===== config.mk =====
export PLATFORM = sky130hd
export DESIGN_NAME = eil_ext_irq
export DESIGN_NICKNAME = d
export VERILOG_FILES = /design/src/design/eil_pkg.sv /design/src/design/eil_sync_if.sv /design/src/design/eil_pin_sync.sv /design/src/design/eil_ext_irq.sv
export SDC_FILE = /design/constraint.sdc
export NUM_CORES = 1
export LEC_CHECK = 0
export BUFFER_PORTS_ARGS = -buffer_cell sky130_fd_sc_hd__buf_4
export CORE_AREA = 2 2 57 46
export DETAILED_ROUTE_END_ITERATION = 16
export DIE_AREA = 0 0 59 48
export PLACE_DENSITY = 0.93
export REMOVE_ABC_BUFFERS = 1
export SKIP_LAST_GASP = 1
export SYNTH_ARGS = -nofsm -noshare
export SYNTH_HDL_FRONTEND = slang
export SYNTH_HIERARCHICAL = 1
export SYNTH_SLANG_ARGS = --single-unit

===== constraint.sdc =====
create_clock -name sys_clk -period 3.2 [get_ports sys_clk]
set_input_delay 0.64 -clock sys_clk [delete_from_list [all_inputs] [get_ports sys_clk]]
set_output_delay 0.64 -clock sys_clk [all_outputs]
set_load 0.01 [all_outputs]

===== src/design/eil_pkg.sv =====
package eil_pkg;

	// Register offsets on the plain register port
	localparam logic [7:0] EIL_OFS_STATUS_CONTROL = 8'h1d;
	localparam logic [7:0] EIL_OFS_CONFIG_TWO     = 8'h1e;
	localparam logic [7:0] EIL_OFS_BREAK_CTRL     = 8'h1f;
	localparam logic [7:0] EIL_OFS_EVT_STATUS     = 8'h20;
	localparam logic [7:0] EIL_OFS_EVT_CLEAR      = 8'h21;
	localparam logic [7:0] EIL_OFS_EVT_ENABLE     = 8'h22;

	// Status and control field positions
	localparam int EIL_BIT_MODE    = 0;
	localparam int EIL_BIT_MASK    = 1;
	localparam int EIL_BIT_ACK     = 2;
	localparam int EIL_BIT_PENDING = 3;
	// Configuration two and break control field positions
	localparam int EIL_BIT_PUD     = 0;
	localparam int EIL_BIT_BREAK_CLEAR_ENABLE    = 0;
	// Event bits: request latched, request cleared
	localparam int EIL_EVT_SET     = 0;
	localparam int EIL_EVT_CLR     = 1;
	localparam int EIL_EVT_W       = 2;

	// Vector locations fetched when the request is taken
	localparam logic [15:0] EIL_VEC_HIGH = 16'hfffa;
	localparam logic [15:0] EIL_VEC_LOW  = 16'hfffb;

	// Reset values
	localparam logic        EIL_RST_MODE = 1'h0;
	localparam logic        EIL_RST_MASK = 1'h0;
	localparam logic        EIL_RST_PUD  = 1'h0;
	localparam logic        EIL_RST_BREAK_CLEAR_ENABLE = 1'h0;

endpackage


===== src/design/eil_sync_if.sv =====
`timescale 1ns/1ps
interface eil_sync_if;
	logic pin_level;
	logic fall_pulse;
	modport producer (output pin_level, output fall_pulse);
	modport consumer (input pin_level, input fall_pulse);
endinterface


===== src/design/eil_pin_sync.sv =====
`timescale 1ns/1ps
module eil_pin_sync
	import eil_pkg::*;
(
	input  wire logic    sys_clk,
	input  wire logic    sys_rst,
	input  wire logic    irq_pin_n,
	eil_sync_if.producer sy
);
	typedef struct packed {
		logic s1;
		logic s2;
		logic s3;
	} eil_sync_s;

	eil_sync_s st_reg;
	eil_sync_s st_next;

	////////////////////////////////////////////////////////////////////////
	// Two stages before use; third holds the previous settled sample
	always_comb begin
		st_next    = st_reg;
		st_next.s1 = irq_pin_n;
		st_next.s2 = st_reg.s1;
		st_next.s3 = st_reg.s2;
	end

	// Pin idles high through its pull-up, so reset to one
	always_ff @(posedge sys_clk or posedge sys_rst) begin
		if (sys_rst) begin
			st_reg <= '{s1: 1'h1, s2: 1'h1, s3: 1'h1};
		end else begin
			st_reg <= st_next;
		end
	end

	// Falling edge from consecutive settled samples
	assign sy.pin_level  = st_reg.s2;
	assign sy.fall_pulse = st_reg.s3 & ~st_reg.s2;

	fall_pulse_a: assert property (@(posedge sys_clk) disable iff (sys_rst)
		sy.fall_pulse |-> $past(st_reg.s2) && !st_reg.s2)
		else $error("edge pulse without a high to low step");
endmodule


===== src/design/eil_ext_irq.sv =====
`timescale 1ns/1ps
// Behaviour
// - A qualifying low on the pin sets the request latch.
// - Vector fetch, acknowledge write or reset clears the latch, per mode.
// - Level mode: request drops only after acknowledge or fetch and pin high, any order.
// - Level mode: request stays pending while the pin is low.
// - Edge mode: falling edges only; acknowledge or fetch clears at once.
// - Acknowledge bit is write-only, reads zero, writing one clears latch.
// - A falling edge after an acknowledge latches a new request.
// - Unmasked latched request goes to the processor, vector at FFFA/FFFB.
// - Reset clears latch and mode bit even with the pin low.
// - Pending flag reads the latch regardless of the module mask.
// - Module mask one blocks requests; zero enables; reset clears it.
// - Mode bit one selects edge and level, zero edge only; reset clears.
// - Pull-up disable bit at 1E disconnects the pin pull-up when one.
// - In break with clear-enable set, acknowledge clears and stays cleared.
// - In break with clear-enable clear, acknowledge leaves the latch alone.
// - Current pin level is offered to the pin-level branch instructions.
// - The processor global interrupt mask also blocks the request.
module eil_ext_irq
	import eil_pkg::*;
(
	input  wire logic        sys_clk,
	input  wire logic        sys_rst,
	input  wire logic        irq_pin_n,
	input  wire logic [7:0]  reg_addr,
	input  wire logic [7:0]  reg_wdata,
	input  wire logic        reg_wr,
	input  wire logic        reg_rd,
	output logic      [7:0]  reg_rdata,
	input  wire logic        vector_fetch,
	input  wire logic        break_state,
	input  wire logic        cpu_global_mask,
	output logic             cpu_irq_req,
	output logic      [15:0] cpu_vector_addr,
	output logic             pin_level_high,
	output logic             pin_pullup_en,
	output logic             evt_irq
);
	typedef struct packed {
		logic                 latch;
		logic                 ack_seen;
		logic                 mode;
		logic                 mask;
		logic                 pud;
		logic                 break_clear_enable;
		logic [EIL_EVT_W-1:0] evt_sts;
		logic [EIL_EVT_W-1:0] evt_en;
		logic [7:0]           rdata;
	} eil_state_s;

	eil_state_s st_reg;
	eil_state_s st_next;

	eil_sync_if sy ();

	eil_pin_sync u_sync (
		.sys_clk   (sys_clk),
		.sys_rst   (sys_rst),
		.irq_pin_n (irq_pin_n),
		.sy        (sy)
	);

	logic                 ack_wr;
	logic                 ack_ok;
	logic                 clr_req;
	logic                 set_req;
	logic [EIL_EVT_W-1:0] evt_hit;
	logic [EIL_EVT_W-1:0] evt_clr;

	////////////////////////////////////////////////////////////////////////
	// Acknowledge qualification; in break it needs the clear-enable
	always_comb begin
		ack_wr  = reg_wr && reg_addr == EIL_OFS_STATUS_CONTROL && reg_wdata[EIL_BIT_ACK];
		ack_ok  = ack_wr && (!break_state || st_reg.break_clear_enable);
		clr_req = ack_ok || vector_fetch;
		// Edges always qualify; low level only in level mode
		set_req = sy.fall_pulse || (st_reg.mode && !sy.pin_level);
	end

	////////////////////////////////////////////////////////////////////////
	// Next-state logic for latch, control bits and read data
	always_comb begin
		st_next       = st_reg;
		st_next.rdata = 8'h00;
		// A fresh edge always wins and forgets any earlier acknowledge
		if (sy.fall_pulse) begin
			st_next.latch    = 1'h1;
			st_next.ack_seen = 1'h0;
		end else if (!st_reg.mode) begin
			// Edge mode: acknowledge or fetch clears at once, pin level ignored
			st_next.ack_seen = 1'h0;
			if (clr_req) begin
				st_next.latch = 1'h0;
			end
		end else begin
			// Level mode: the acknowledge is remembered until the pin is high,
			// otherwise an early ack would be lost while the pin stays low
			st_next.latch    = st_reg.latch || !sy.pin_level;
			st_next.ack_seen = st_next.latch && (st_reg.ack_seen || clr_req);
			if (sy.pin_level && st_next.ack_seen) begin
				st_next.latch    = 1'h0;
				st_next.ack_seen = 1'h0;
			end
		end
		// Writes to the control registers
		if (reg_wr) begin
			case (reg_addr)
				EIL_OFS_STATUS_CONTROL: begin
					st_next.mode = reg_wdata[EIL_BIT_MODE];
					st_next.mask = reg_wdata[EIL_BIT_MASK];
				end
				EIL_OFS_CONFIG_TWO: begin
					st_next.pud = reg_wdata[EIL_BIT_PUD];
				end
				EIL_OFS_BREAK_CTRL: begin
					st_next.break_clear_enable = reg_wdata[EIL_BIT_BREAK_CLEAR_ENABLE];
				end
				EIL_OFS_EVT_ENABLE: begin
					st_next.evt_en = reg_wdata[EIL_EVT_W-1:0];
				end
				default: begin
				end
			endcase
		end
		// Sticky events; a fresh hit outranks a clear in the same cycle
		st_next.evt_sts = (st_reg.evt_sts & ~evt_clr) | evt_hit;
		// Read data valid in the cycle after the strobe only
		if (reg_rd) begin
			case (reg_addr)
				EIL_OFS_STATUS_CONTROL: begin
					// Ack bit always reads zero; pending ignores mask
					st_next.rdata[EIL_BIT_PENDING] = st_reg.latch;
					st_next.rdata[EIL_BIT_MASK]    = st_reg.mask;
					st_next.rdata[EIL_BIT_MODE]    = st_reg.mode;
				end
				EIL_OFS_CONFIG_TWO: begin
					st_next.rdata[EIL_BIT_PUD] = st_reg.pud;
				end
				EIL_OFS_BREAK_CTRL: begin
					st_next.rdata[EIL_BIT_BREAK_CLEAR_ENABLE] = st_reg.break_clear_enable;
				end
				EIL_OFS_EVT_STATUS: begin
					st_next.rdata[EIL_EVT_W-1:0] = st_reg.evt_sts;
				end
				EIL_OFS_EVT_ENABLE: begin
					st_next.rdata[EIL_EVT_W-1:0] = st_reg.evt_en;
				end
				default: begin
					st_next.rdata = 8'h00; // Unmapped reads return zero
				end
			endcase
		end
	end

	// Event hits and write-one-to-clear, one generate per event bit
	genvar gi;
	generate
		for (gi = 0; gi < EIL_EVT_W; gi++) begin : g_evt
			if (gi == EIL_EVT_SET) begin : g_set
				assign evt_hit[gi] = !st_reg.latch && st_next.latch;
			end else begin : g_clr
				assign evt_hit[gi] = st_reg.latch && !st_next.latch;
			end
			assign evt_clr[gi] = reg_wr && reg_addr == EIL_OFS_EVT_CLEAR && reg_wdata[gi];
		end
	endgenerate

	////////////////////////////////////////////////////////////////////////
	// State register; reset clears latch, mode and mask
	always_ff @(posedge sys_clk or posedge sys_rst) begin
		if (sys_rst) begin
			st_reg <= '{latch: 1'h0, ack_seen: 1'h0, mode: EIL_RST_MODE, mask: EIL_RST_MASK,
				pud: EIL_RST_PUD, break_clear_enable: EIL_RST_BREAK_CLEAR_ENABLE, evt_sts: '0, evt_en: '0, rdata: 8'h00};
		end else begin
			st_reg <= st_next;
		end
	end

	////////////////////////////////////////////////////////////////////////
	// Outputs; the request is gated by both masks
	assign cpu_irq_req     = st_reg.latch && !st_reg.mask && !cpu_global_mask;
	assign cpu_vector_addr = EIL_VEC_HIGH; // Low byte follows at EIL_VEC_LOW
	assign pin_level_high  = sy.pin_level;
	assign pin_pullup_en   = !st_reg.pud;
	assign reg_rdata       = st_reg.rdata;
	assign evt_irq         = |(st_reg.evt_sts & st_reg.evt_en);

	////////////////////////////////////////////////////////////////////////
	// Checks on the latch, the register port and the request outputs

	// A settled falling edge always latches a request
	edge_sets_latch_a: assert property (@(posedge sys_clk) disable iff (sys_rst)
		sy.fall_pulse |=> st_reg.latch)
		else $error("falling edge did not set the latch");

	// Low level keeps the request in level mode
	level_holds_a: assert property (@(posedge sys_clk) disable iff (sys_rst)
		st_reg.mode && !sy.pin_level |=> st_reg.latch)
		else $error("low level in level mode lost the request");

	// Fetch in edge mode clears at once
	edge_ack_clears_a: assert property (@(posedge sys_clk) disable iff (sys_rst)
		!st_reg.mode && vector_fetch && !sy.fall_pulse |=> !st_reg.latch)
		else $error("edge mode fetch did not clear the latch");

	// Level mode never drops the request with the pin low
	level_needs_high_a: assert property (@(posedge sys_clk) disable iff (sys_rst)
		$fell(st_reg.latch) |-> $past(sy.pin_level) || !$past(st_reg.mode))
		else $error("level mode latch dropped while pin low");

	// Protected latch survives an acknowledge in break
	break_protect_a: assert property (@(posedge sys_clk) disable iff (sys_rst)
		ack_wr && break_state && !st_reg.break_clear_enable && !vector_fetch && !st_reg.ack_seen && st_reg.latch
		|=> st_reg.latch)
		else $error("protected latch cleared in break");

	// Enabled break acknowledge clears
	break_clear_a: assert property (@(posedge sys_clk) disable iff (sys_rst)
		ack_wr && break_state && st_reg.break_clear_enable && !set_req |=> !st_reg.latch)
		else $error("enabled break acknowledge did not clear");

	// Pending flag follows the latch, ack bit reads zero
	pending_read_a: assert property (@(posedge sys_clk) disable iff (sys_rst)
		reg_rd && reg_addr == EIL_OFS_STATUS_CONTROL |=>
		reg_rdata[EIL_BIT_PENDING] == $past(st_reg.latch) && !reg_rdata[EIL_BIT_ACK])
		else $error("pending flag or ack bit read wrong");

	// No request while either mask is set
	mask_gates_a: assert property (@(posedge sys_clk) disable iff (sys_rst)
		cpu_irq_req |-> st_reg.latch && !st_reg.mask && !cpu_global_mask)
		else $error("request reached processor while masked");

	// Pull-up control follows the configuration write
	pullup_ctl_a: assert property (@(posedge sys_clk) disable iff (sys_rst)
		reg_wr && reg_addr == EIL_OFS_CONFIG_TWO |=> pin_pullup_en == !$past(reg_wdata[EIL_BIT_PUD]))
		else $error("pull-up control did not follow write");

	// Remembered ack with the pin high ends the request
	level_ack_clear_a: assert property (@(posedge sys_clk) disable iff (sys_rst)
		st_reg.mode && st_reg.ack_seen && sy.pin_level |=> !st_reg.latch)
		else $error("level mode ack and high pin did not clear");

	// An ack with the pin low is kept for later
	ack_remember_a: assert property (@(posedge sys_clk) disable iff (sys_rst)
		st_reg.mode && st_reg.latch && ack_ok && !sy.pin_level && !sy.fall_pulse
		|=> st_reg.latch && st_reg.ack_seen)
		else $error("level mode ack not remembered");

	// Fetch with the pin low leaves the level request pending
	fetch_level_low_a: assert property (@(posedge sys_clk) disable iff (sys_rst)
		st_reg.mode && vector_fetch && !sy.pin_level |=> st_reg.latch)
		else $error("level mode fetch cleared with pin low");

	// Low level alone does nothing in edge mode
	edge_low_ignored_a: assert property (@(posedge sys_clk) disable iff (sys_rst)
		!st_reg.mode && !st_reg.latch && !sy.fall_pulse |=> !st_reg.latch)
		else $error("edge mode latched without an edge");

	// A remembered ack never outlives its request
	ack_seen_clear_a: assert property (@(posedge sys_clk) disable iff (sys_rst)
		!st_reg.latch |-> !st_reg.ack_seen)
		else $error("acknowledge held without a request");

	// Software acknowledge outside break clears an edge request
	ack_edge_clear_a: assert property (@(posedge sys_clk) disable iff (sys_rst)
		ack_wr && !break_state && !st_reg.mode && !sy.fall_pulse |=> !st_reg.latch)
		else $error("acknowledge write did not clear");

	// An edge right after an ack latches again
	new_edge_a: assert property (@(posedge sys_clk) disable iff (sys_rst)
		ack_ok ##1 sy.fall_pulse |=> st_reg.latch)
		else $error("edge after acknowledge was lost");

	// Mode bit follows the status write
	mode_write_a: assert property (@(posedge sys_clk) disable iff (sys_rst)
		reg_wr && reg_addr == EIL_OFS_STATUS_CONTROL |=> st_reg.mode == $past(reg_wdata[EIL_BIT_MODE]))
		else $error("mode bit did not follow write");

	// Mask bit follows the status write
	mask_write_a: assert property (@(posedge sys_clk) disable iff (sys_rst)
		reg_wr && reg_addr == EIL_OFS_STATUS_CONTROL |=> st_reg.mask == $past(reg_wdata[EIL_BIT_MASK]))
		else $error("mask bit did not follow write");

	// Clear-enable follows the break control write
	break_clear_enable_write_a: assert property (@(posedge sys_clk) disable iff (sys_rst)
		reg_wr && reg_addr == EIL_OFS_BREAK_CTRL |=> st_reg.break_clear_enable == $past(reg_wdata[EIL_BIT_BREAK_CLEAR_ENABLE]))
		else $error("clear enable did not follow write");

	// Event enables follow their write
	evten_write_a: assert property (@(posedge sys_clk) disable iff (sys_rst)
		reg_wr && reg_addr == EIL_OFS_EVT_ENABLE |=> st_reg.evt_en == $past(reg_wdata[EIL_EVT_W-1:0]))
		else $error("event enable did not follow write");

	// Unmasked latch reaches the processor
	irq_unmasked_a: assert property (@(posedge sys_clk) disable iff (sys_rst)
		st_reg.latch && !st_reg.mask && !cpu_global_mask |-> cpu_irq_req)
		else $error("unmasked request not presented");

	// Global mask blocks the request
	global_mask_a: assert property (@(posedge sys_clk) disable iff (sys_rst)
		cpu_global_mask |-> !cpu_irq_req)
		else $error("global mask did not block request");

	// Module mask blocks the request
	mask_blocks_a: assert property (@(posedge sys_clk) disable iff (sys_rst)
		st_reg.mask |-> !cpu_irq_req)
		else $error("module mask did not block request");

	// Read data is zero outside the cycle after a read
	rdata_idle_a: assert property (@(posedge sys_clk) disable iff (sys_rst)
		!reg_rd |=> reg_rdata == 8'h00)
		else $error("read data present without a read");

	// Pull-up disable reads back as written
	config_read_a: assert property (@(posedge sys_clk) disable iff (sys_rst)
		reg_rd && reg_addr == EIL_OFS_CONFIG_TWO |=> reg_rdata[EIL_BIT_PUD] == !$past(pin_pullup_en))
		else $error("pull-up disable read wrong");

	// Mode and mask read back as held
	mode_read_a: assert property (@(posedge sys_clk) disable iff (sys_rst)
		reg_rd && reg_addr == EIL_OFS_STATUS_CONTROL |=>
		reg_rdata[EIL_BIT_MODE] == $past(st_reg.mode) && reg_rdata[EIL_BIT_MASK] == $past(st_reg.mask))
		else $error("mode or mask read wrong");

	// Addresses outside the map read zero
	unmapped_read_a: assert property (@(posedge sys_clk) disable iff (sys_rst)
		reg_rd && (reg_addr < EIL_OFS_STATUS_CONTROL || reg_addr > EIL_OFS_EVT_ENABLE) |=> reg_rdata == 8'h00)
		else $error("unmapped read not zero");

	// A fresh set-event hit is never lost to its clear
	evt_keep_a: assert property (@(posedge sys_clk) disable iff (sys_rst)
		evt_hit[EIL_EVT_SET] |=> st_reg.evt_sts[EIL_EVT_SET])
		else $error("set event lost");

	// Clear write drops an idle event bit
	evt_clear_a: assert property (@(posedge sys_clk) disable iff (sys_rst)
		reg_wr && reg_addr == EIL_OFS_EVT_CLEAR && reg_wdata[EIL_EVT_CLR] && !evt_hit[EIL_EVT_CLR]
		|=> !st_reg.evt_sts[EIL_EVT_CLR])
		else $error("event clear did not drop the bit");
endmodule


==> impl_summary.md, run 1 <==
Outcome
The flow ran to the end, and the final reports show no timing, DRC or antenna violations.

Floorplanning
In this run the count of I/O pins placed on the die edge is 52. The die area is 0.00283 sq mm. From left edge to right edge, the die measures 59 microns.

The floorplan has 15 rows. The total core area is 0.00221 sq mm. The initial standard-cell utilization of the core is 0.472. The vertical die dimension is 48 microns.

GRT
The number of global-route vias before repair is 704. In the global route stage, met3 resource usage came out at 0.0595. The remaining global-route overflow is 0.

The busiest metal layer after global routing is met2. The number of antenna violations at the first check in global routing was 0. For met1 alone, demand over resource in global routing was 0.154. The first global-routing pass estimated 3110 microns of wire. For this run, global-route usage on met2 was measured as 0.307.

The overall routing resource usage is 0.153. The pin count of the biggest net entering global routing is 14.

Worst setup path
For the worst setup path, the data required time is 2560 ps. At the worst endpoint, the arrival time is 1100 ps. The category of the critical setup timing path is register to output pin. The startpoint kind of the worst setup timing path is a register. The biggest fanout along the worst timing path is 3.

The nature of the critical path endpoint is an output pin.

Clock tree
The number of buffers added by the clock tree synthesis step is 3. Once the clock tree was built, the resizer swapped 0 gates to a different size. The clock reaches the later pin of the worst-skew pair after 290 ps. The CTS root buffer is clkbuf_4. TritonCTS built the clock tree. The number of buffers between clock root and the deepest sink is 2.

The number of levels in the clock H-tree is 1. The clock slew at the register clock pins of the worst setup and hold paths is 90 ps. The number of sinks driven by the clock tree is 16.

The number of buffers inserted by hold repair at cts is 0. The post-CTS setup-driven buffer insertion count is 0.

Power and ir drop
The areal power density over the cells is 359 mW/mm^2. The static power due to leakage is 0.554 nW. The worst-case IR drop observed on VDD is 0.267 mV.

Detailed routing
For this run, design rule violations remaining after detail routing come to 0. The DRC marker count from the first detailed-route iteration is 19. Summed over all layers, the routed wires come to 2040 microns. The per-cell via count in the routed design is 5.09. Before antenna repair, the detailed router went through 4 iterations. The count of nets left with antenna violations once routing finished came out at 0. The post-detailed-route wirelength per cell is 13.3 microns. The number of vias in the routed layout is 779.

Placed design
The HPWL after detailed placement is 1700 microns. After detailed placement, the design holds a cell count of 149. The placer congestion estimate is 0.836.

The count of buffers inserted at the top-level ports is 25. The post-placement worst setup slack is 1240 ps. Summing all placed instances gives a cell area of 0.00114 sq mm.

Logic synthesis
The total of flip-flops plus latches after synthesis is 16. After synthesis, the netlist uses 39 different library cells. The cell area that synthesis handed to floorplanning was 0.00104 sq mm.

The yosys synthesis warning count is 6. The average instance in the mapped netlist occupies 9.76 sq um. The synthesized netlist cell count is 107. The sequential area share after synthesis is 0.387.

Finish
The count of filler cells inserted in the layout is 200. The layout cell share with drive strength beyond 1 is 0.328. Once layout is complete, the cells apart from fillers number 153. The area overhead of the layout relative to synthesis is 12.8%. The net count of the finished layout is 153. After routing the design area is 0.00118 sq mm.

The number of antenna repair diodes is 0. The number of flip-flops under the largest register name is 10.

Min path
The class of the tightest hold or removal check is register to register.

STA
The max-slew violation count is 0. The actual slew at the worst max-slew pin is 499 ps. Setup violations remaining at the end of the flow were counted as 0.

On the final layout, the worst hold slack is 361 ps. In this run the tightest slew margin relative to its limit is 0.667. Setup slack closes at 1460 ps.

The fraction of the cycle the final worst path needs is 0.542. The maximum clock frequency is 576 MHz. Setup repair after global routing left no endpoint under its margin. The number of hold violations in the final report is 0. For the finished layout, the period the worst path requires is 1740 ps. Between clock sinks in the finished design, the worst skew comes to 7.70 ps. The setup TNS is 0 ps.

Job
The tool flagged a number of max-cap violations equal to 0.
==> logic make-up after synthesis <==
logic type,after synthesis,share of synthesized area
AND/OR/NAND/NOR,35,0.224
multiplexers,5,0.0611
AO/OA/AOI/OAI,15,0.111
flip-flops,16,0.387
other,2,0.00719
buffers and inverters,34,0.210
==> worst paths after layout <==
kind                                startpoint             endpoint  slack (ps)  cells after the start
setup / recovery                    st_reg[11]              evt_irq        1460                      2
hold / removal               u_sync/st_next[1]  u_sync/sy.pin_level         360                      0
setup reg to reg           u_sync/sy.pin_level           st_reg[17]        1950                      3
hold reg to reg              u_sync/st_next[1]  u_sync/sy.pin_level         360                      0
max in group asynchronous              sys_rst           st_reg[15]        2480                      2
min in group asynchronous              sys_rst           st_reg[14]         380                      2
==> where the power goes <==
| group | total [mW] | internal (mW) | switching [mW] |
|---|---|---|---|
| Sequential | 0.219 | 0.212 | 0.00727 |
| Combinational | 0.0731 | 0.0318 | 0.0413 |
| Clock | 0.131 | 0.0693 | 0.0620 |
| Total | 0.423 | 0.313 | 0.111 |
==> layer usage <==
layer / wire, microns / up-vias
met5: 0 / -
met4: 4 / 0
met3: 167 / 2
met2: 1130 / 43
met1: 741 / 361
li1: - / 373
==> area by class of cell <==
| class | count | area, sq um | share of cell area |
|---|---|---|---|
| clock buffer | 4 | 36.3 | 0.0308 |
| inverter | 7 | 26.3 | 0.0223 |
| multi-input combinational | 76 | 493 | 0.418 |
| sequential | 16 | 404 | 0.343 |
| tap | 25 | 31.3 | 0.0265 |
| timing repair buffer | 25 | 188 | 0.159 |
==> Yosys cell counts <==
| cell | number | area [sq um] |
|---|---|---|
| nand3b_1 | 1 | 7.51 |
| nand3_1 | 2 | 10.0 |
| nand4_1 | 5 | 31.3 |
| nor4b_2 | 1 | 15.0 |
| mux2_1 | 2 | 22.5 |
| nand2_1 | 8 | 30.0 |
| o2bb2ai_1 | 2 | 17.5 |
| or2_1 | 1 | 6.26 |
| nand4b_1 | 3 | 26.3 |
| nor2b_4 | 1 | 13.8 |
| buf_4 | 24 | 180 |
| a2111oi_2 | 1 | 15.0 |
| and4_1 | 1 | 8.76 |
| a22o_1 | 1 | 8.76 |
| or4b_1 | 1 | 10.0 |
| nor3b_1 | 1 | 7.51 |
| nor3_1 | 3 | 15.0 |
| a221oi_1 | 1 | 8.76 |
| a21o_1 | 2 | 15.0 |
| dfrtp_1 | 13 | 325 |
| nand2_2 | 1 | 6.26 |
| a21bo_2 | 1 | 10.0 |
| a32oi_1 | 1 | 8.76 |
| mux2_2 | 1 | 11.3 |
| nor4_1 | 1 | 6.26 |
| clkbuf_1 | 2 | 7.51 |
| dfstp_2 | 3 | 78.8 |
| o21ai_1 | 1 | 5.00 |
| a21oi_1 | 2 | 10.0 |
| nor2_2 | 1 | 6.26 |
| nor3_4 | 1 | 16.3 |
| mux2_4 | 2 | 30.0 |
| and4b_1 | 1 | 10.0 |
| a21boi_0 | 1 | 7.51 |
| inv_1 | 7 | 26.3 |
| o21ai_0 | 2 | 10.0 |
| buf_2 | 1 | 5.00 |
| nor2_1 | 2 | 7.51 |
| conb_1 | 2 | 7.51 |
==> metrics by stage <==
stage | power (mW) | util
after global placement | 0.292 | 0.516
after detailed placement | 0.296 | 0.516
final | 0.423 | 0.532
after global routing | 0.445 | 0.532
after CTS | 0.428 | 0.532
after floorplan | 0.259 | -
==> layout by cell type, fill, tap and decap left out, types with 2 or more instances in the layout <==
| cell | instances |
|---|---|
| nand4b_1 | 3 |
| inv_1 | 7 |
| nand2_1 | 8 |
| nor2_1 | 2 |
| conb_1 | 21 |
| o2bb2ai_1 | 2 |
| mux2_4 | 2 |
| buf_4 | 25 |
| clkbuf_4 | 3 |
| nand4_1 | 5 |
| o21ai_0 | 2 |
| dfstp_2 | 3 |
| dfrtp_1 | 13 |
| nor3_1 | 3 |
| a21oi_1 | 2 |
| mux2_1 | 2 |
| a21o_1 | 2 |
| nand3_1 | 2 |
==> worst max-delay path, stage by stage (launching register included) <==
cell     delay (ps)
dfrtp_1         430
a22o_1          240
buf_4           140
Note: power is estimated with default switching activity, not from simulation.
==> run 2: changes to the inputs <==
Settings changed: ABC_AREA set to 1, CORE_AREA 2 2 57 46 to 2 2 59 47, DIE_AREA 0 0 59 48 to 0 0 61 49, PLACE_DENSITY 0.93 to 0.87.
Clock period 3.2 ns to 1.8 ns, I/O delays scaled along.
==> run 2 against run 1 <==
Net effect:
- combinational power is 64% higher
- final cell count is 24% higher
- die area is 5.5% higher
- critical path type unchanged
- critical endpoint unchanged
- largest cell class unchanged
- largest power group unchanged
==> impl_summary.md, run 2 <==
Detailed routing
The DRC marker count from the first detailed-route iteration is 25 (+6). The DRC violation count after routing is 0 (unchanged). The number of search-and-repair iterations in the first detailed-routing pass is 4 (unchanged).

The per-cell via count in the routed design was 4.39 (-14%). The sum of routed wire length over all layers was 1760 microns (-14%). The number of vias in the routed layout is 834 (+7.1%). The number of nets still failing antenna checks after routing is 0 (unchanged). The post-detailed-route wirelength per cell came to 9.24 microns (-31%).

GRT
The remaining global-route overflow is 0 (unchanged). The pin count of the biggest net entering global routing is 14 (unchanged). The number of global-route vias before repair was 669 (-5.0%).

The global-route wire length before repair came to 2710 microns (-13%). The overall routing resource usage is 0.121 (-0.0316). The number of antenna violations at the first check in global routing is 0 (unchanged).

Outcome
The run finished with clean final reports.

Finish
The number of flip-flops under the largest register name is 10 (unchanged). The number of antenna repair diodes came to 0 (unchanged). The area overhead of the layout relative to synthesis is 14.8%.

The flip-flop and latch area was 404 sq um (unchanged). The number of nets in the layout is 179 (+17%). The layout cell share with drive strength beyond 1 is 0.240 (-0.0879). The library cells used most frequently in the layout, excluding fill and tap cells, are buf_4 (25), inv_1 (22), conb_1 (21), nand2_1 (18), dfrtp_1 (13). Leaving out fill and tap cells, the most frequent cell in the layout is buf_4. The summed area of non-filler cells in the final layout was 0.00116 sq mm (-1.4%). The multi-input gate area in the final layout is 408 sq um (-17%).

The count of filler cells inserted in the layout is 257 (+28%). The final cell count without fillers is 190 (+24%).

Clock tree
The CTS root buffer is clkbuf_4. The number of sinks driven by the clock tree came to 16 (unchanged). The number of buffers inserted by hold repair at cts is 0 (unchanged). The post-CTS setup-driven buffer insertion count is 0 (unchanged). The number of levels in the clock H-tree was 1 (unchanged). The number of buffers between clock root and the deepest sink is 2 (unchanged). The TritonCTS clock tree is done.

The clock slew at the register clock pins of the worst setup and hold paths is 90 ps (about the same). The number of buffers added by the clock tree synthesis step came to 3 (unchanged). The clock insertion delay at the later pin of the skew report is 280 ps (about the same). The post-cts gate resize count was 0 (unchanged).

Logic synthesis
The top cell type's share of synthesized area is 0.321 (+0.0100). The number of synthesized flops with an enable pin was 0 (unchanged). The post-synthesis cell type with the largest combined area is dfrtp_1. The synthesized netlist cell count is 130 (+21%). The adder and majority gate portion of the synthesized area is 0 (unchanged).

The compound-gate portion of the synthesized area is 0.0791 (-0.0323). The fraction of synthesized area in multiplexers is 0 (-0.0611). The share of async-settable or async-resettable flops after synthesis is 1.00 (unchanged). After synthesis, the cell types taking the most area are dfrtp_1 (32%), buf_4 (18%), inv_1 (8.2%), dfstp_2 (7.8%), nand2_1 (6.7%). The simple-gate share of the synthesized area came to 0.246 (+0.0220). After synthesis, the largest family of logic cells by area is buffers and inverters. The most used flip-flop cell after synthesis is dfrtp_1. Among all cell types in the netlist, the one instantiated most often is buf_4. The yosys synthesis warning count is 6 (unchanged).

The synthesized area divided by synthesized cell count is 7.79 sq um (-20%). The total of flip-flops plus latches after synthesis came to 16 (unchanged). By count the netlist is led by buf_4 (24), inv_1 (22), nand2_1 (18), dfrtp_1 (13), nand3_1 (11). The unique cell type count in the Yosys netlist was 22 (-44%). The synthesized-area fraction occupied by xor and xnor cells came to 0 (unchanged). The sequential area share after synthesis came to 0.399 (+0.0124). The post-synthesis cell area is 0.00101 sq mm (-3.1%).

Worst setup path
The worst endpoint required time is 1440 ps (-1120 ps). The delay of the slowest cell on the worst path was 420 ps (about the same). The category of the critical setup timing path is register to output pin. The slowest stage cell on the critical path is dfrtp_1.

The startpoint kind of the worst setup timing path is a register. Broken down by cell family, the worst path's largest delay share belongs to flip-flops. The critical path goes through a22o_1 > buf_4. The biggest fanout along the worst timing path is 3 (unchanged).

The nature of the critical path endpoint is an output pin. The arrival time at the worst endpoint is 1100 ps (about the same). The count of buffering cells on the critical path with inverters included is 1 (unchanged).

Power and ir drop
The maximum vdd drop is 0.360 mV (+35%). The areal power density over the cells is 598 mW/mm^2 (+66%). The total chip power is 695 uW (+64%). The static power due to leakage is 0.634 nW (+14%).

Placed design
The cell total after placement was 186 (+25%). The detailed placement HPWL is 1500 microns (-12%). The post-place instance area came to 0.00114 sq mm (-0.55%). The placer congestion estimate is 0.909 (+8.7%).

The count of buffers inserted at the top-level ports is 25 (unchanged).

STA
Setup repair after global routing left no endpoint under its margin. The worst setup skew after layout is 9.32 ps (+1.62 ps). The setup TNS is 0 ps (unchanged). Derived from the worst setup path, the maximum achievable clock frequency is 684 MHz. The number of setup violations in the final report is 0 (unchanged). For the finished layout, the period the worst path requires is 1460 ps.

The max-slew violation count is 0 (unchanged). Of the available clock period, the critical path in the final layout requires 0.812. The number of hold violations in the final report is 0 (unchanged).

Floorplanning
The number of I/O pins is 52 (unchanged). The vertical die dimension was 49 microns (+2.1%). The number of rows in the core area came to 16 (+1). The die width is 61 microns (+3.4%).

The total core area was 0.00246 sq mm (+11%). The initial standard-cell utilization of the core came to 0.411 (-0.0607). The die area was 0.00299 sq mm (+5.5%).

Min path
The class of the tightest hold or removal check is primary input to async pin.

Job
The number of max-cap violations is 0 (unchanged).
run 2: stage by stage:
step                      worst slack (ps)  utilization  hold WS, ps
after floorplan                        669            -          237
after global placement                 438        0.461          346
after detailed placement               414        0.461          348
after CTS                              326        0.472         99.6
after global routing                   282        0.472          127
final                                  338        0.472         91.5
run 2: path summary, 6_finish.rpt:
path                                      from                   to  slack (ps)  depth (start not counted)
min in group sys_clk                 irq_pin_n    u_sync/st_next[1]         180                          1
hold reg to reg              u_sync/st_next[1]  u_sync/sy.pin_level         360                          0
setup / recovery                    st_reg[11]              evt_irq         340                          2
setup reg to reg           u_sync/sy.pin_level           st_reg[10]         720                          3
hold / removal                         sys_rst           st_reg[16]          90                          2
max in group asynchronous              sys_rst           st_reg[10]        1380                          2
run 2: logic make-up after synthesis:
group | Yosys count
other | 2
AO/OA/AOI/OAI | 14
AND/OR/NAND/NOR | 50
buffers and inverters | 48
flip-flops | 16
run 2: worst reg2reg max path, stage by stage (launching register included):
cell     delay (ps)
dfstp_2         570
inv_1            60
a21oi_1         210
o21ai_0         120
run 2: routing by layer:
layer / global-route usage / share of wire
met1: 0.160 / 0.43
met2: 0.177 / 0.49
met3: 0.0584 / 0.064
met4: 0.0290 / 0.013
met5: 0 / 0
run 2: power by group:
group	switching, mW	internal (mW)
logic	0.0723	0.0478
registers	0.0105	0.374
clock network	0.104	0.0861
run 2: cell type report:
cell class                      count  share of cell area
Sequential cell                    16               0.348
Multi-Input combinational cell     85               0.351
Timing Repair Buffer               25               0.161
Clock buffer                        4              0.0226
Tap cell                           36              0.0388
Inverter                           24              0.0786
==> run 3: changes to the inputs <==
Clock period 1.8 ns to 1.5 ns, I/O delays scaled along.
==> run 3 against run 2 <==
Net effect:
- routed wire length down 1.8%
- sequential cell count unchanged
- final cell count stayed put
- total power grew 27%
- clock-buffer cell count is the same
- clock skew fell by 2.0 ps
- sequential share of layout area down 0.30 points
==> impl_summary.md, run 3 (same netlist as run 2, synthesis figures left out) <==
Outcome
The run finished with clean final reports.

Clock tree
The post-cts gate resize count is 0 (unchanged). The number of buffers inserted by hold repair at cts is 0 (unchanged). The post-CTS setup-driven buffer insertion count is 0 (unchanged). The number of sinks driven by the clock tree is 16 (unchanged). The number of levels in the clock H-tree is 1 (unchanged). The root buffer cell chosen for the clock tree is clkbuf_4. The clock insertion delay at the later pin of the skew report is 290 ps (about the same). TritonCTS built the clock tree. The clock slew at the register clock pins of the worst setup and hold paths is 90 ps (about the same). The number of buffers between clock root and the deepest sink is 2 (unchanged). The number of buffers added by the clock tree synthesis step is 3 (unchanged).

Finish
The library cells used most frequently in the layout, excluding fill and tap cells, are buf_4 (25), inv_1 (22), conb_1 (21), nand2_1 (18), dfrtp_1 (13). The number of antenna repair diodes was 0 (unchanged). The number of nets in the layout was 179 (unchanged). From synthesis to final layout, the design area changed by 15.8%. The final cell utilization of the core is 0.476 (+0.00406).

The summed area of non-filler cells in the final layout is 0.00117 sq mm (+0.86%). The layout cell share with drive strength beyond 1 is 0.247 (+0.00649). The leading cell type in the layout, fill and taps excluded is buf_4. The number of flip-flops under the largest register name was 10 (unchanged).

Power and ir drop
The maximum vdd drop is 0.412 mV (+14%). The areal power density over the cells is 755 mW/mm^2 (+26%). The static power due to leakage is 0.640 nW (+0.95%).

STA
The setup TNS was 0 ps (unchanged). For this run, the top clock speed supported by timing is 721 MHz. The number of hold violations in the final report came to 0 (unchanged). Dividing the final minimum period by the clock period gives 0.925. Setup repair after global routing left no endpoint under its margin. The max-slew violation count was 0 (unchanged). The number of setup violations in the final report was 0 (unchanged). Subtracting the final worst setup slack from the clock period gives 1390 ps.

The worst setup skew after layout was 7.30 ps (-2.01 ps).

Detailed routing
The post-detailed-route wirelength per cell was 9.07 microns (-1.8%). The DRC violation count after routing was 0 (unchanged). The DRC marker count from the first detailed-route iteration is 23 (-8.0%).

The number of nets still failing antenna checks after routing is 0 (unchanged). The per-cell via count in the routed design is 4.16 (-5.2%). The number of vias in the routed layout is 791 (-5.2%). The number of search-and-repair iterations in the first detailed-routing pass came to 4 (unchanged). The sum of routed wire length over all layers was 1720 microns (-1.8%).

Placed design
The post-place instance area was 0.00114 sq mm (unchanged). The placer congestion estimate is 0.928 (+2.1%). The detailed placement HPWL is 1430 microns (-4.7%).

The count of buffers inserted at the top-level ports is 25 (unchanged).

Worst setup path
The worst endpoint required time is 1200 ps (-240 ps). The arrival time at the worst endpoint came to 1090 ps (about the same). The startpoint kind of the worst setup timing path is a register.

The nature of the critical path endpoint is an output pin. The category of the critical setup timing path is register to output pin. The biggest fanout along the worst timing path is 3 (unchanged).

Floorplanning
The vertical die dimension is 49 microns (unchanged). The die width is 61 microns (unchanged). The die area is 0.00299 sq mm (unchanged). The number of I/O pins was 52 (unchanged). The total core area came to 0.00246 sq mm (unchanged). The initial standard-cell utilization of the core came to 0.411 (unchanged). The number of rows in the core area is 16 (unchanged).

Min path
The class of the tightest hold or removal check is primary input to async pin.

GRT
The overall routing resource usage was 0.120 (-0.000408). The number of antenna violations at the first check in global routing came to 0 (unchanged). The global-route wire length before repair is 2670 microns (-1.5%). The number of global-route vias before repair is 655 (-2.1%).

The remaining global-route overflow is 0 (unchanged). The pin count of the biggest net entering global routing is 14 (unchanged).

Job
The number of max-cap violations is 0 (unchanged).
==> run 3: path summary, 6_finish.rpt <==
check / start / to / slack, ps / depth (start not counted)
setup / recovery: st_reg[11] / evt_irq / 110 / 2
hold / removal: sys_rst / st_reg[11] / 30 / 2
setup reg to reg: st_reg[12] / st_reg[11] / 440 / 6
hold reg to reg: u_sync/st_next[1] / u_sync/sy.pin_level / 360 / 0
max in group asynchronous: sys_rst / st_reg[12] / 1130 / 2
min in group sys_clk: irq_pin_n / u_sync/st_next[1] / 120 / 1
==> run 3: through the flow <==
stage                     worst slack (ps)  power [mW]  std cells  hold WS, ps
after floorplan                        429       0.547        125          177
after global placement                 189       0.610        186          346
after detailed placement               183       0.612        186          349
after CTS                              101       0.897        190         43.5
after global routing                  35.7       0.932        190         69.6
final                                  113       0.885        190         30.7
==> run 3: power breakdown <==
part | switching (mW) | leakage, nW | internal (mW)
registers | 0.0124 | 0.200 | 0.449
logic | 0.0852 | 0.419 | 0.0573
clock network | 0.133 | 0.0210 | 0.148
==> run 3: layer usage <==
| metal | vias up | GRT usage | wire length, microns |
|---|---|---|---|
| met3 | 2 | 0.0557 | 89 |
| met2 | 22 | 0.186 | 837 |
| met5 | - | 0 | 0 |
| li1 | 419 | - | - |
| met1 | 348 | 0.155 | 792 |
| met4 | 0 | 0.0217 | 6 |
==> run 3: critical path: stages, from the launching register on <==
cell	delay, ps
dfrtp_1	410
a22o_1	250
buf_4	140
==> run 3: area by class of cell <==
| cell class | instances | area (sq um) |
|---|---|---|
| Clock buffer | 4 | 36.3 |
| Timing Repair Buffer | 25 | 188 |
| Sequential cell | 16 | 404 |
| Inverter | 24 | 91.3 |
| Multi-Input combinational cell | 85 | 408 |
| Fill cell | 250 | 1290 |
| Tap cell | 36 | 45.0 |
